==> config.mk <==
export PLATFORM = sky130hd
export DESIGN_NAME = tcu_timer8
export DESIGN_NICKNAME = d
export VERILOG_FILES = /design/src/hw/tcu_pkg.sv /design/src/hw/tcu_timer8.sv
export VERILOG_INCLUDE_DIRS = /design/src /design/src/hw
export SDC_FILE = /design/constraint.sdc
export NUM_CORES = 1
export LEC_CHECK = 0
export ABC_CLOCK_PERIOD_IN_PS = 3000
export BUFFER_PORTS_ARGS = -buffer_cell sky130_fd_sc_hd__buf_2
export CAP_MARGIN = 20
export CORE_ASPECT_RATIO = 1.1
export CORE_MARGIN = 1.5
export CORE_UTILIZATION = 54
export DETAILED_ROUTE_END_ITERATION = 10
export GPL_TIMING_DRIVEN = 0
export PLACE_DENSITY = 0.8
export SETUP_SLACK_MARGIN = 0.15
export SLEW_MARGIN = 20
export SYNTH_ARGS = -nofsm -noshare
export SYNTH_HDL_FRONTEND = slang
export SYNTH_SLANG_ARGS = --single-unit
==> constraint.sdc <==
create_clock -name clk_in -period 3 [get_ports clk_in]
set_clock_uncertainty 0.2 [all_clocks]
set_input_delay 0.3 -clock clk_in [delete_from_list [all_inputs] [get_ports clk_in]]
set_output_delay 0.3 -clock clk_in [all_outputs]
set_load 0.01 [all_outputs]
==> src/hw/tcu_defs.svh <==
// Constants for the 8-bit timer with two compare channels.
// Assumes inclusion by bare name from the package or module.
`ifndef TCU_DEFS_SVH
`define TCU_DEFS_SVH
`define TCU_BOTTOM      8'h00
`define TCU_MAX         8'hff
`define TCU_CS_STOP     3'h0
`define TCU_COM_NONE    2'h0
`define TCU_COM_TOGGLE  2'h1
`define TCU_COM_CLEAR   2'h2
`define TCU_COM_SET     2'h3
`define TCU_WM_NORMAL   3'h0
`define TCU_WM_PCPWM    3'h1
`define TCU_WM_CTC      3'h2
`define TCU_WM_FPWM     3'h3
`define TCU_WM_PCPWM_A  3'h5
`define TCU_WM_FPWM_A   3'h7
`define TCU_FLAG_OVF    0
`define TCU_FLAG_CMPA   1
`define TCU_FLAG_CMPB   2
`endif

==> src/hw/tcu_pkg.sv <==
// Types for the 8-bit timer with two compare channels.
// Assumes tcu_defs.svh is on the include path.
package tcu_pkg;
`include "tcu_defs.svh"
    typedef logic [7:0] tcu_byte_type;
    typedef logic [2:0] tcu_flags_type;
endpackage

==> src/hw/tcu_timer8.sv <==
// 8-bit timer/counter with two compare channels and flags.
// Assumes the register strobes come from logic on clk_in; the crystal
// oscillator pin is outside the domain and is synchronised here.
// Functional notes
// - Eight-bit counter and two compare values compared every cycle.
// - Match asserted whenever counter equals a channel compare value.
// - Clock select zero produces no tick; counter stays stopped.
// - Tick from I/O clock by default; async select uses oscillator pin.
// - Counter readable anytime, writable unless power reduction bit set; write beats clear and count.
// - Each tick clears, increments or decrements per three-bit wave mode.
// - Bottom 0x00, max 0xFF; top is max or compare A by mode.
// - Compare match sets that channel flag on the next tick.
// - Flags clear on interrupt service or by writing one.
// - Flags visible together; each interrupt gated by its mask bit.
// - Overflow flag set where the wave mode defines overflow.
// - In PWM modes compare writes buffer, load at top or bottom.
// - Normal and CTC modes write compare values directly.
// - Force strobe in non-PWM acts on output only, no flag or clear.
// - Counter write blocks every match in the following tick.
// - Compare output registers keep value when wave mode changes.
// - Compare output mode bits act immediately, unbuffered.
// - Output mode zero leaves compare output unchanged on match.
// - Normal mode counts up, wraps, sets overflow when reaching zero.
`timescale 1ns/1ns
module tcu_timer8
    import tcu_pkg::*;
(
    input  wire logic          clk_in,
    input  wire logic          rst_b_in,
    input  wire logic          power_reduce_bit_in,
    input  wire logic          async_clock_select_in,
    input  wire logic          osc_pin_in,
    input  wire logic [2:0]    clock_select_field_in,
    input  wire logic [2:0]    wave_mode_field_in,
    input  wire logic [1:0]    compare_output_mode_a_in,
    input  wire logic [1:0]    compare_output_mode_b_in,
    input  wire logic          count_wr_in,
    input  wire tcu_byte_type  count_wdata_in,
    input  wire logic          cmp_a_wr_in,
    input  wire logic          cmp_b_wr_in,
    input  wire tcu_byte_type  cmp_wdata_in,
    input  wire logic          force_compare_strobe_a_in,
    input  wire logic          force_compare_strobe_b_in,
    input  wire logic          flag_wr_in,
    input  wire tcu_flags_type flag_wdata_in,
    input  wire tcu_flags_type irq_ack_in,
    input  wire logic          mask_wr_in,
    input  wire tcu_flags_type mask_wdata_in,
    output tcu_byte_type       count_value_out,
    output tcu_byte_type       compare_value_a_out,
    output tcu_byte_type       compare_value_b_out,
    output tcu_flags_type      timer_flag_reg_out,
    output tcu_flags_type      timer_mask_reg_out,
    output logic [2:0]         irq_out,
    output logic               compare_out_a_out,
    output logic               compare_out_b_out
);
    tcu_byte_type  count_q;
    tcu_byte_type  ocr_a_q;
    tcu_byte_type  ocr_b_q;
    tcu_byte_type  buf_a_q;
    tcu_byte_type  buf_b_q;
    tcu_flags_type flag_q;
    tcu_flags_type mask_q;
    logic          dir_down_q;
    logic          block_q;
    logic          match_a_q;
    logic          match_b_q;
    logic          oc_a_q;
    logic          oc_b_q;
    logic [1:0]    osc_sync_q;
    logic          osc_last_q;
    logic          enabled;
    logic          pwm_mode;
    logic          dual_slope;
    logic          top_is_a;
    logic          tick;
    logic          osc_rise;
    logic          at_top;
    logic          at_bottom;
    logic          match_a;
    logic          match_b;
    logic          cmp_a_event;
    logic          cmp_b_event;
    logic          fpwm_clear;
    logic          load_buffers;
    tcu_byte_type  top_val;
    tcu_byte_type  count_d;
    tcu_flags_type flag_set;

    // Output mode action on a match; zero keeps the level
    function automatic logic oc_next(input logic cur, input logic [1:0] com,
                                     input logic pwm, input logic up);
        logic r;
        r = cur;
        case (com)
            `TCU_COM_NONE:   r = cur;
            `TCU_COM_TOGGLE: r = pwm ? cur : ~cur;
            `TCU_COM_CLEAR:  r = pwm ? ~up : 1'b0;
            `TCU_COM_SET:    r = pwm ? up : 1'b1;
            default:         r = cur;
        endcase
        return r;
    endfunction

    // Mode decoding
    assign enabled    = ~power_reduce_bit_in;
    assign pwm_mode   = wave_mode_field_in[0];
    assign dual_slope = pwm_mode & ~wave_mode_field_in[1];
    assign top_is_a   = wave_mode_field_in[2]
                      | (wave_mode_field_in == `TCU_WM_CTC);
    assign top_val    = top_is_a ? ocr_a_q : `TCU_MAX;

    // Oscillator pin passes two flops before the edge detector
    always_ff @(posedge clk_in or negedge rst_b_in) begin
        if (!rst_b_in) begin
            osc_sync_q <= 2'h0;
            osc_last_q <= 1'b0;
        end else begin
            osc_sync_q <= {osc_sync_q[0], osc_pin_in};
            osc_last_q <= osc_sync_q[1];
        end
    end
    assign osc_rise = osc_sync_q[1] & ~osc_last_q;

    // Prescaling is not modelled: any nonzero select ticks at source rate
    assign tick = enabled
                & (clock_select_field_in != `TCU_CS_STOP)
                & (async_clock_select_in ? osc_rise : 1'b1);

    assign at_top    = (count_q == top_val);
    assign at_bottom = (count_q == `TCU_BOTTOM);
    assign match_a   = (count_q == ocr_a_q);
    assign match_b   = (count_q == ocr_b_q);
    assign cmp_a_event = tick & match_a & ~block_q;
    assign cmp_b_event = tick & match_b & ~block_q;
    assign load_buffers = tick & (dual_slope ? at_top : at_bottom);

    // Counter next value
    always_comb begin
        count_d = count_q;
        if (dual_slope) begin
            if (dir_down_q && !at_bottom) begin
                count_d = count_q - 8'h01;
            end else if (!dir_down_q && at_top) begin
                count_d = count_q - 8'h01;
            end else begin
                count_d = count_q + 8'h01;
            end
        end else if (top_is_a && at_top) begin
            count_d = `TCU_BOTTOM;
        end else begin
            count_d = count_q + 8'h01;
        end
    end

    always_ff @(posedge clk_in or negedge rst_b_in) begin
        if (!rst_b_in) begin
            count_q    <= `TCU_BOTTOM;
            dir_down_q <= 1'b0;
        end else if (count_wr_in && enabled) begin
            count_q <= count_wdata_in;
        end else if (tick) begin
            count_q <= count_d;
            if (dual_slope && at_top) begin
                dir_down_q <= 1'b1;
            end else if (!dual_slope || at_bottom) begin
                dir_down_q <= 1'b0;
            end
        end
    end

    // Block lasts until the tick after the write, even while stopped
    always_ff @(posedge clk_in or negedge rst_b_in) begin
        if (!rst_b_in) begin
            block_q <= 1'b0;
        end else if (count_wr_in && enabled) begin
            block_q <= 1'b1;
        end else if (tick) begin
            block_q <= 1'b0;
        end
    end

    // Compare values with double buffering in PWM modes
    always_ff @(posedge clk_in or negedge rst_b_in) begin
        if (!rst_b_in) begin
            ocr_a_q <= `TCU_BOTTOM;
            ocr_b_q <= `TCU_BOTTOM;
            buf_a_q <= `TCU_BOTTOM;
            buf_b_q <= `TCU_BOTTOM;
        end else begin
            if (cmp_a_wr_in && enabled) begin
                buf_a_q <= cmp_wdata_in;
            end
            if (cmp_b_wr_in && enabled) begin
                buf_b_q <= cmp_wdata_in;
            end
            if (!pwm_mode) begin
                if (cmp_a_wr_in && enabled) begin
                    ocr_a_q <= cmp_wdata_in;
                end
                if (cmp_b_wr_in && enabled) begin
                    ocr_b_q <= cmp_wdata_in;
                end
            end else if (load_buffers) begin
                ocr_a_q <= buf_a_q;
                ocr_b_q <= buf_b_q;
            end
        end
    end

    // Match latched so the flag rises on the next tick
    always_ff @(posedge clk_in or negedge rst_b_in) begin
        if (!rst_b_in) begin
            match_a_q <= 1'b0;
            match_b_q <= 1'b0;
        end else if (tick) begin
            match_a_q <= match_a & ~block_q;
            match_b_q <= match_b & ~block_q;
        end
    end

    always_comb begin
        flag_set = 3'h0;
        flag_set[`TCU_FLAG_CMPA] = tick & match_a_q;
        flag_set[`TCU_FLAG_CMPB] = tick & match_b_q;
        if (dual_slope) begin
            flag_set[`TCU_FLAG_OVF] = tick & at_bottom & dir_down_q;
        end else if (pwm_mode) begin
            flag_set[`TCU_FLAG_OVF] = tick & at_top;
        end else begin
            flag_set[`TCU_FLAG_OVF] = tick & (count_d == `TCU_BOTTOM)
                                    & (count_q == `TCU_MAX);
        end
    end

    // A set in the same cycle as a clear wins
    always_ff @(posedge clk_in or negedge rst_b_in) begin
        if (!rst_b_in) begin
            flag_q <= 3'h0;
        end else begin
            flag_q <= (flag_q & ~irq_ack_in
                       & ~(flag_wr_in ? flag_wdata_in : 3'h0))
                    | flag_set;
        end
    end

    always_ff @(posedge clk_in or negedge rst_b_in) begin
        if (!rst_b_in) begin
            mask_q <= 3'h0;
        end else if (mask_wr_in && enabled) begin
            mask_q <= mask_wdata_in;
        end
    end

    // Output levels survive mode changes; mode bits act unbuffered
    assign fpwm_clear = pwm_mode & ~dual_slope & tick & at_top;
    always_ff @(posedge clk_in or negedge rst_b_in) begin
        if (!rst_b_in) begin
            oc_a_q <= 1'b0;
            oc_b_q <= 1'b0;
        end else begin
            if ((force_compare_strobe_a_in && !pwm_mode && enabled)
                    || cmp_a_event) begin
                oc_a_q <= oc_next(oc_a_q, compare_output_mode_a_in,
                                  pwm_mode, dir_down_q);
            end else if (fpwm_clear
                    && compare_output_mode_a_in[1]) begin
                oc_a_q <= ~compare_output_mode_a_in[0];
            end
            if ((force_compare_strobe_b_in && !pwm_mode && enabled)
                    || cmp_b_event) begin
                oc_b_q <= oc_next(oc_b_q, compare_output_mode_b_in,
                                  pwm_mode, dir_down_q);
            end else if (fpwm_clear
                    && compare_output_mode_b_in[1]) begin
                oc_b_q <= ~compare_output_mode_b_in[0];
            end
        end
    end

    assign count_value_out     = count_q;
    assign compare_value_a_out = pwm_mode ? buf_a_q : ocr_a_q;
    assign compare_value_b_out = pwm_mode ? buf_b_q : ocr_b_q;
    assign timer_flag_reg_out  = flag_q;
    assign timer_mask_reg_out  = mask_q;
    assign irq_out             = flag_q & mask_q;
    assign compare_out_a_out   = oc_a_q;
    assign compare_out_b_out   = oc_b_q;

    a_flag_next_tick: assert property (@(posedge clk_in)
        disable iff (!rst_b_in)
        (tick && match_a && !block_q) ##1 tick
        |=> flag_q[`TCU_FLAG_CMPA]) else $error("flag A late");
    a_stop_holds: assert property (@(posedge clk_in) disable iff (!rst_b_in)
        (clock_select_field_in == `TCU_CS_STOP && !count_wr_in)
        |=> $stable(count_q)) else $error("stopped counter moved");
    a_write_wins: assert property (@(posedge clk_in) disable iff (!rst_b_in)
        (count_wr_in && enabled) |=> count_q == $past(count_wdata_in))
        else $error("counter write lost");
    a_write_blocks: assert property (@(posedge clk_in) disable iff (!rst_b_in)
        (count_wr_in && enabled) |=> !cmp_a_event && !cmp_b_event)
        else $error("match not blocked");
    a_irq_masked: assert property (@(posedge clk_in) disable iff (!rst_b_in)
        irq_out[1] |-> mask_q[1] && flag_q[1])
        else $error("irq unmasked");
    a_normal_wrap: assert property (@(posedge clk_in) disable iff (!rst_b_in)
        (wave_mode_field_in == `TCU_WM_NORMAL && tick && !count_wr_in
         && count_q == `TCU_MAX) |=> count_q == `TCU_BOTTOM && flag_q[0])
        else $error("normal wrap wrong");
    a_direct_write: assert property (@(posedge clk_in) disable iff (!rst_b_in)
        (!pwm_mode && cmp_b_wr_in && enabled)
        |=> ocr_b_q == $past(cmp_wdata_in))
        else $error("direct compare write lost");
    a_set_wins: assert property (@(posedge clk_in) disable iff (!rst_b_in)
        flag_set[1] |=> flag_q[1]) else $error("flag set lost");
    a_com_zero: assert property (@(posedge clk_in) disable iff (!rst_b_in)
        (cmp_b_event && compare_output_mode_b_in == `TCU_COM_NONE
         && !pwm_mode) |=> $stable(oc_b_q))
        else $error("output moved on mode zero");
endmodule

## Word-level counts from Yosys, hierarchy flattened

Index checks and enable logic that the tools add are counted.

- Reduce and logical (&&, ||, !) cells: 37
- Eq/ne operators: 16
- Add/subtract/negate cells: 2
- Bitwise operators: 39
- Multiplexer cells: 34

Operator list:

| cell | count |
|---|---|
| 8-bit 2-to-1 mux | 15 |
| 8-bit == test | 3 |
| 1-bit bitwise AND | 21 |
| 8-bit zero test | 2 |
| 1-bit 2-to-1 mux | 16 |
| 1-bit logical AND | 14 |
| 2-bit nonzero test | 6 |
| 1-bit inverter | 11 |
| 3-bit bitwise AND | 3 |
| 3-bit AND reduction | 3 |
| 8-bit by 1-bit adder with 8-bit output, second input constant | 1 |
| 2-bit == test, second input constant | 4 |
| 8-bit == test, second input constant | 1 |
| 8-bit by 1-bit subtractor with 8-bit output, second input constant | 1 |
| 3-bit inequality test, second input constant | 2 |
| 3-bit inverter | 2 |
| 1-bit case mux with 3 select lines | 2 |
| 2-bit by 1-bit == test with 1-bit output, second input constant | 2 |
| 1-bit zero test | 4 |
| 2-bit zero test | 2 |
| 2-bit inequality test, second input constant | 2 |
| 2-bit AND reduction | 2 |
| 3-bit by 2-bit == test with 1-bit output, second input constant | 1 |
| 1-bit logical OR | 3 |
| other kinds (5) | 5 |

- Bits in registers: 55
- Bits of input ports: 47

## Longest topological paths before layout

- Word-level depth: 14
- Depth in mapped cells: 10
- Mapped depth without buffers: 8

## Least setup slack after synthesis

No wires, ideal clock.

- Kind: register -> register
- Start point: register count_q[2], in the netlist count_value_out[2]
- End point: register count_q[6], in the netlist count_value_out[6]
- Cell stages (with the launch flop): 10
- Arrival: 2440 ps
- Required time: 2734 ps
- Slack: 293 ps
- Path buffers: 2
- Cell sequence: dfrtp_1 -> buf_6 -> nand2b_2 -> o2111ai_2 -> o41a_4 -> o41a_1 -> buf_6 -> or4_1 -> a31oi_1 -> a221o_1

- Word-level cells in the longest chain between the ends: 7
- Elaborated cells on any way between the ends: 14

RTL lines:

| what | RTL line | source |
|---|---|---|
| start, declared | tcu_timer8.sv:58 | `tcu_byte_type count_q;` |
| start signal, assigned | tcu_timer8.sv:159 | `` count_q <= `TCU_BOTTOM; `` |
| start signal, assigned | tcu_timer8.sv:162 | `count_q <= count_wdata_in;` |
| start signal, assigned | tcu_timer8.sv:164 | `count_q <= count_d;` |
| branches (longest 4 deep; another with 8-bit by 1-bit adder with 8-bit output) | -- |  |
| 8-bit 2-to-1 mux (*) | tcu_timer8.sv:142 | `if (dual_slope) begin` |
| 8-bit 2-to-1 mux (*) | tcu_timer8.sv:163 | `end else if (tick) begin` |
| 8-bit 2-to-1 mux (*) | tcu_timer8.sv:161 | `end else if (count_wr_in && enabled) begin` |

Mark *: on every way between the ends. The select of a mux whose other input is x is not followed.
A chain may end at the register's enable or synchronous reset.

## Worst setup path after layout

Ends and elaborated chain as after synthesis.

==> impl_metrics.csv <==
group,metric,value,unit
worst_setup_path,critPathMaxFanout,9,
cts,clk_latency,0.32,ns
detailed_routing,ant_nets,0,
cts,clockBufferDepth,2,
timing,rsz0062_at_grt,"true",
min_path,hold_path_end,"count_value_out[5]",
timing,fmax,0.355,GHz
worst_setup_path,max_stage_delay,0.53,ns
layout,final_area,4290,um2
synthesis,syn_nets,421,
layout,mostFrequentLayoutCell,"buf_2",
worst_setup_path,ff2ff_path_depth,9,
worst_setup_path,cp.required,3.07,ns
global_route,grt_max_degree,56,
layout,final_util,0.692,
synthesis,synth-seq-cells,55,
min_path,worstHoldPathCells,3,
worst_setup_path,r2r_end,"count_value_out[6]",
detailed_routing,drt-pass1-iter-count,4,
timing,slew_viol_final,0,
worst_setup_path,crit_path_end_kind,"register",
timing,finalHoldViolCount,0,
worst_setup_path,r2r-start,"count_value_out[2]",
cts,htree_levels,2,
floorplan,dieArea,6960,um2
synthesis,synthDistinctLibCells,58,
worst_setup_path,critPathTopFamily,"compound AO/OA/AOI/OAI gates",
detailed_routing,post_drt_wl_per_cell,16.8,um
detailed_routing,route.vias.total,3165,
synthesis,yosys.area_share.adder,0.00717,
timing,fin_ws,0.180,ns
min_path,min_from,"count_wdata_in[5]",
power,power.total,2.25,mW
cts,root_buffer,"clkbuf_8",
timing,maxSlewHeadroom,0.541,
floorplan,fp-row-count,30,
cts,numCtsBuffers,5,
worst_setup_path,regToRegSetupSlack,0.18,ns
synthesis,synth_top_family_by_area,"compound AO/OA/AOI/OAI gates",
detailed_routing,wl,9270,um
synthesis,yosysSeqAreaShare,0.394,
synthesis,synth_compound_area_frac,0.196,
layout,area_growth,22.8,%
worst_setup_path,crit_slowest_cell,"o41a_4",
synthesis,syn_inst,372,
run_status,status,"complete, no violations",
timing,tightest_slew,0.688,ns
layout,drive_gt1_frac,0.348,
floorplan,fp.dieH,87.3,um
floorplan,die_w,79.7,um
synthesis,synth_flop_cell,"dfrtp_1",
worst_setup_path,worst-path-buf-inv,2,
floorplan,pin_count,82,
timing,fin_crit_sh,0.940,
layout,diodes,0,
global_route,grt-ovfl-total,0,
global_route,grt_pass1_wl,14800,um
power,p_per_area,524,nW/um2
worst_setup_path,cpMostUsedCell,"buf_6",
global_route,grt_usage,0.278,
synthesis,synthArstFlopShare,1.00,
detailed_routing,viasPerCell,5.74,
synthesis,avgSynthCellArea,9.38,um2
cts,cts_sinks,55,
flow_run,max-cap-violations,0,
place,port_buffers,81,
worst_setup_path,cp-start-kind,"register",
synthesis,muxShareOfSynthArea,0.122,
global_route,antenna_found_initial,0,
timing,finalSetupViolCount,0,
cts,cts_tree,"done",
synthesis,synth_edf_count,0,
timing,fin_hold_ws,0.00446,ns
synthesis,synth-simple-area-share,0.193,
worst_setup_path,cp_cell_sequence,"buf_6, nand2b_2, o2111ai_4, o41a_4, o41a_1, buf_6, or4_1, a31oi_1, a221o_1",
worst_setup_path,crit_arrival,2.89,ns
synthesis,yosys_warnings,0,
layout,mostFrequentLayoutCells,"80 x buf_2, 54 x dfrtp_1, 47 x nand2_1",
synthesis,synth_area,3490,um2
place,dpl.hpwl,6860,um
detailed_routing,initialDrtViolationCount,200,
power,peakVddDrop,0.379,mV
power,p_leak,2.01,nW
place,place_ws,-0.0831,ns
floorplan,floorplan.initialDensity,0.564,
layout,fin_nets,519,
min_path,hp-class,"in2reg",
timing,min_period,2.82,ns
cts,clkTransAtPathRegs,0.11,ns
place,place_congestion,0.968,
worst_setup_path,critPathKind,"reg2reg",
detailed_routing,drc,0,
global_route,grt_pass1_vias,3087,
floorplan,coreArea,6190,um2
place,postPlaceCellArea,4000,um2
synthesis,synthXorXnorAreaFrac,0.0276,
[metrics by stage]
step / TNS, ns / instances
after floorplan: 0 / 372
after global placement: -0.0182 / 533
after detailed placement: -0.0831 / 533
after CTS: 0 / 544
after global routing: 0 / 551
final: 0 / 551
[worst max-delay path by stage]
stage,depth (start not counted),end,start
6_report,9,count_value_out[6],count_value_out[2]
5_1_grt,9,count_value_out[6],count_value_out[2]
4_1_cts,7,compare_out_a_out,osc_last_q
3_5_place_dp,7,compare_out_a_out,osc_last_q
3_3_place_gp,7,compare_out_a_out,osc_last_q
2_1_floorplan,9,count_value_out[6],count_value_out[2]
[state kept, by name, indices dropped and copies added, names as in the netlist]
name	cells
osc_sync_q	2
timer_mask_reg_out	3
match_a_q	1
block_q	1
buf_a_q	8
buf_b_q	8
timer_flag_reg_out	3
compare_out_b_out	1
dir_down_q	1
ocr_a_q	8
compare_out_a_out	1
count_value_out	8
ocr_b_q	8
osc_last_q	1
match_b_q	1
[cells in the mapped netlist (6+ instances only)]
| library cell | instances | area [um2] |
|---|---|---|
| a211oi_1 | 6 | 45.0 |
| a21oi_1 | 6 | 30.0 |
| clkbuf_1 | 11 | 41.3 |
| dfrtp_1 | 55 | 1380 |
| inv_1 | 29 | 109 |
| mux2_2 | 36 | 405 |
| nand2_1 | 47 | 176 |
| nand2b_1 | 21 | 131 |
| nand4_1 | 7 | 43.8 |
| nor2_1 | 16 | 60.1 |
| nor3_1 | 7 | 35.0 |
| o21ai_0 | 27 | 135 |
| xnor2_1 | 11 | 96.3 |
[tightest hold or removal path, delay by kind of cell]
| family | cells | cell delay [ns] |
|---|---|---|
| compound gates | 1 | 0.08 |
| buf+inv | 1 | 0.07 |
| simple gates | 1 | 0.04 |
[logic make-up (layout without fill, tap and decap cells)]
kind of cell / after synthesis / count (layout)
AND/OR/NAND/NOR: 130 / 130
AO/OA/AOI/OAI: 89 / 89
flip-flops: 55 / 55
buffers and inverters: 47 / 146
multiplexers: 38 / 38
XOR/XNOR: 11 / 11
adder cells (fa/ha/maj): 2 / 2
[routing by layer]
| layer | track usage | wire (um) | vias up |
|---|---|---|---|
| li1 | - | - | 1526 |
| met4 | 0.128 | 341 | 0 |
| met3 | 0.0450 | 428 | 24 |
| met2 | 0.468 | 4470 | 93 |
| met5 | 0 | 0 | - |
| met1 | 0.348 | 4020 | 1522 |
[repair_timing]
item | in CTS | in global routing
buffers inserted | 1 | 7
hold buffers | 2 | 0
hold endpoints to repair | 56 | 0
resized for setup | 8 | 15
endpoints found under the setup margin | 20 | 24
pin swaps | 2 | 5
[final cells by class]
| cell class | count | area (um2) |
|---|---|---|
| repair buffers | 91 | 488 |
| clock inverters | 2 | 20.0 |
| clock buffers | 6 | 82.6 |
| fillers | 504 | 1910 |
| multi-input cells | 270 | 2000 |
| inverters | 29 | 109 |
| well taps | 80 | 100 |
| plain buffers | 18 | 110 |
| flip-flops and latches | 55 | 1380 |
[report_power, final]
| part | switching, mW | internal [mW] | leakage, nW | total (mW) |
|---|---|---|---|---|
| Clock | 0.268 | 0.195 | 0.0533 | 0.463 |
| Combinational | 0.436 | 0.373 | 1.29 | 0.809 |
| Sequential | 0.107 | 0.868 | 0.670 | 0.975 |
| Total | 0.811 | 1.44 | 2.01 | 2.25 |
No activity file was read; power rests on OpenSTA's default activity.
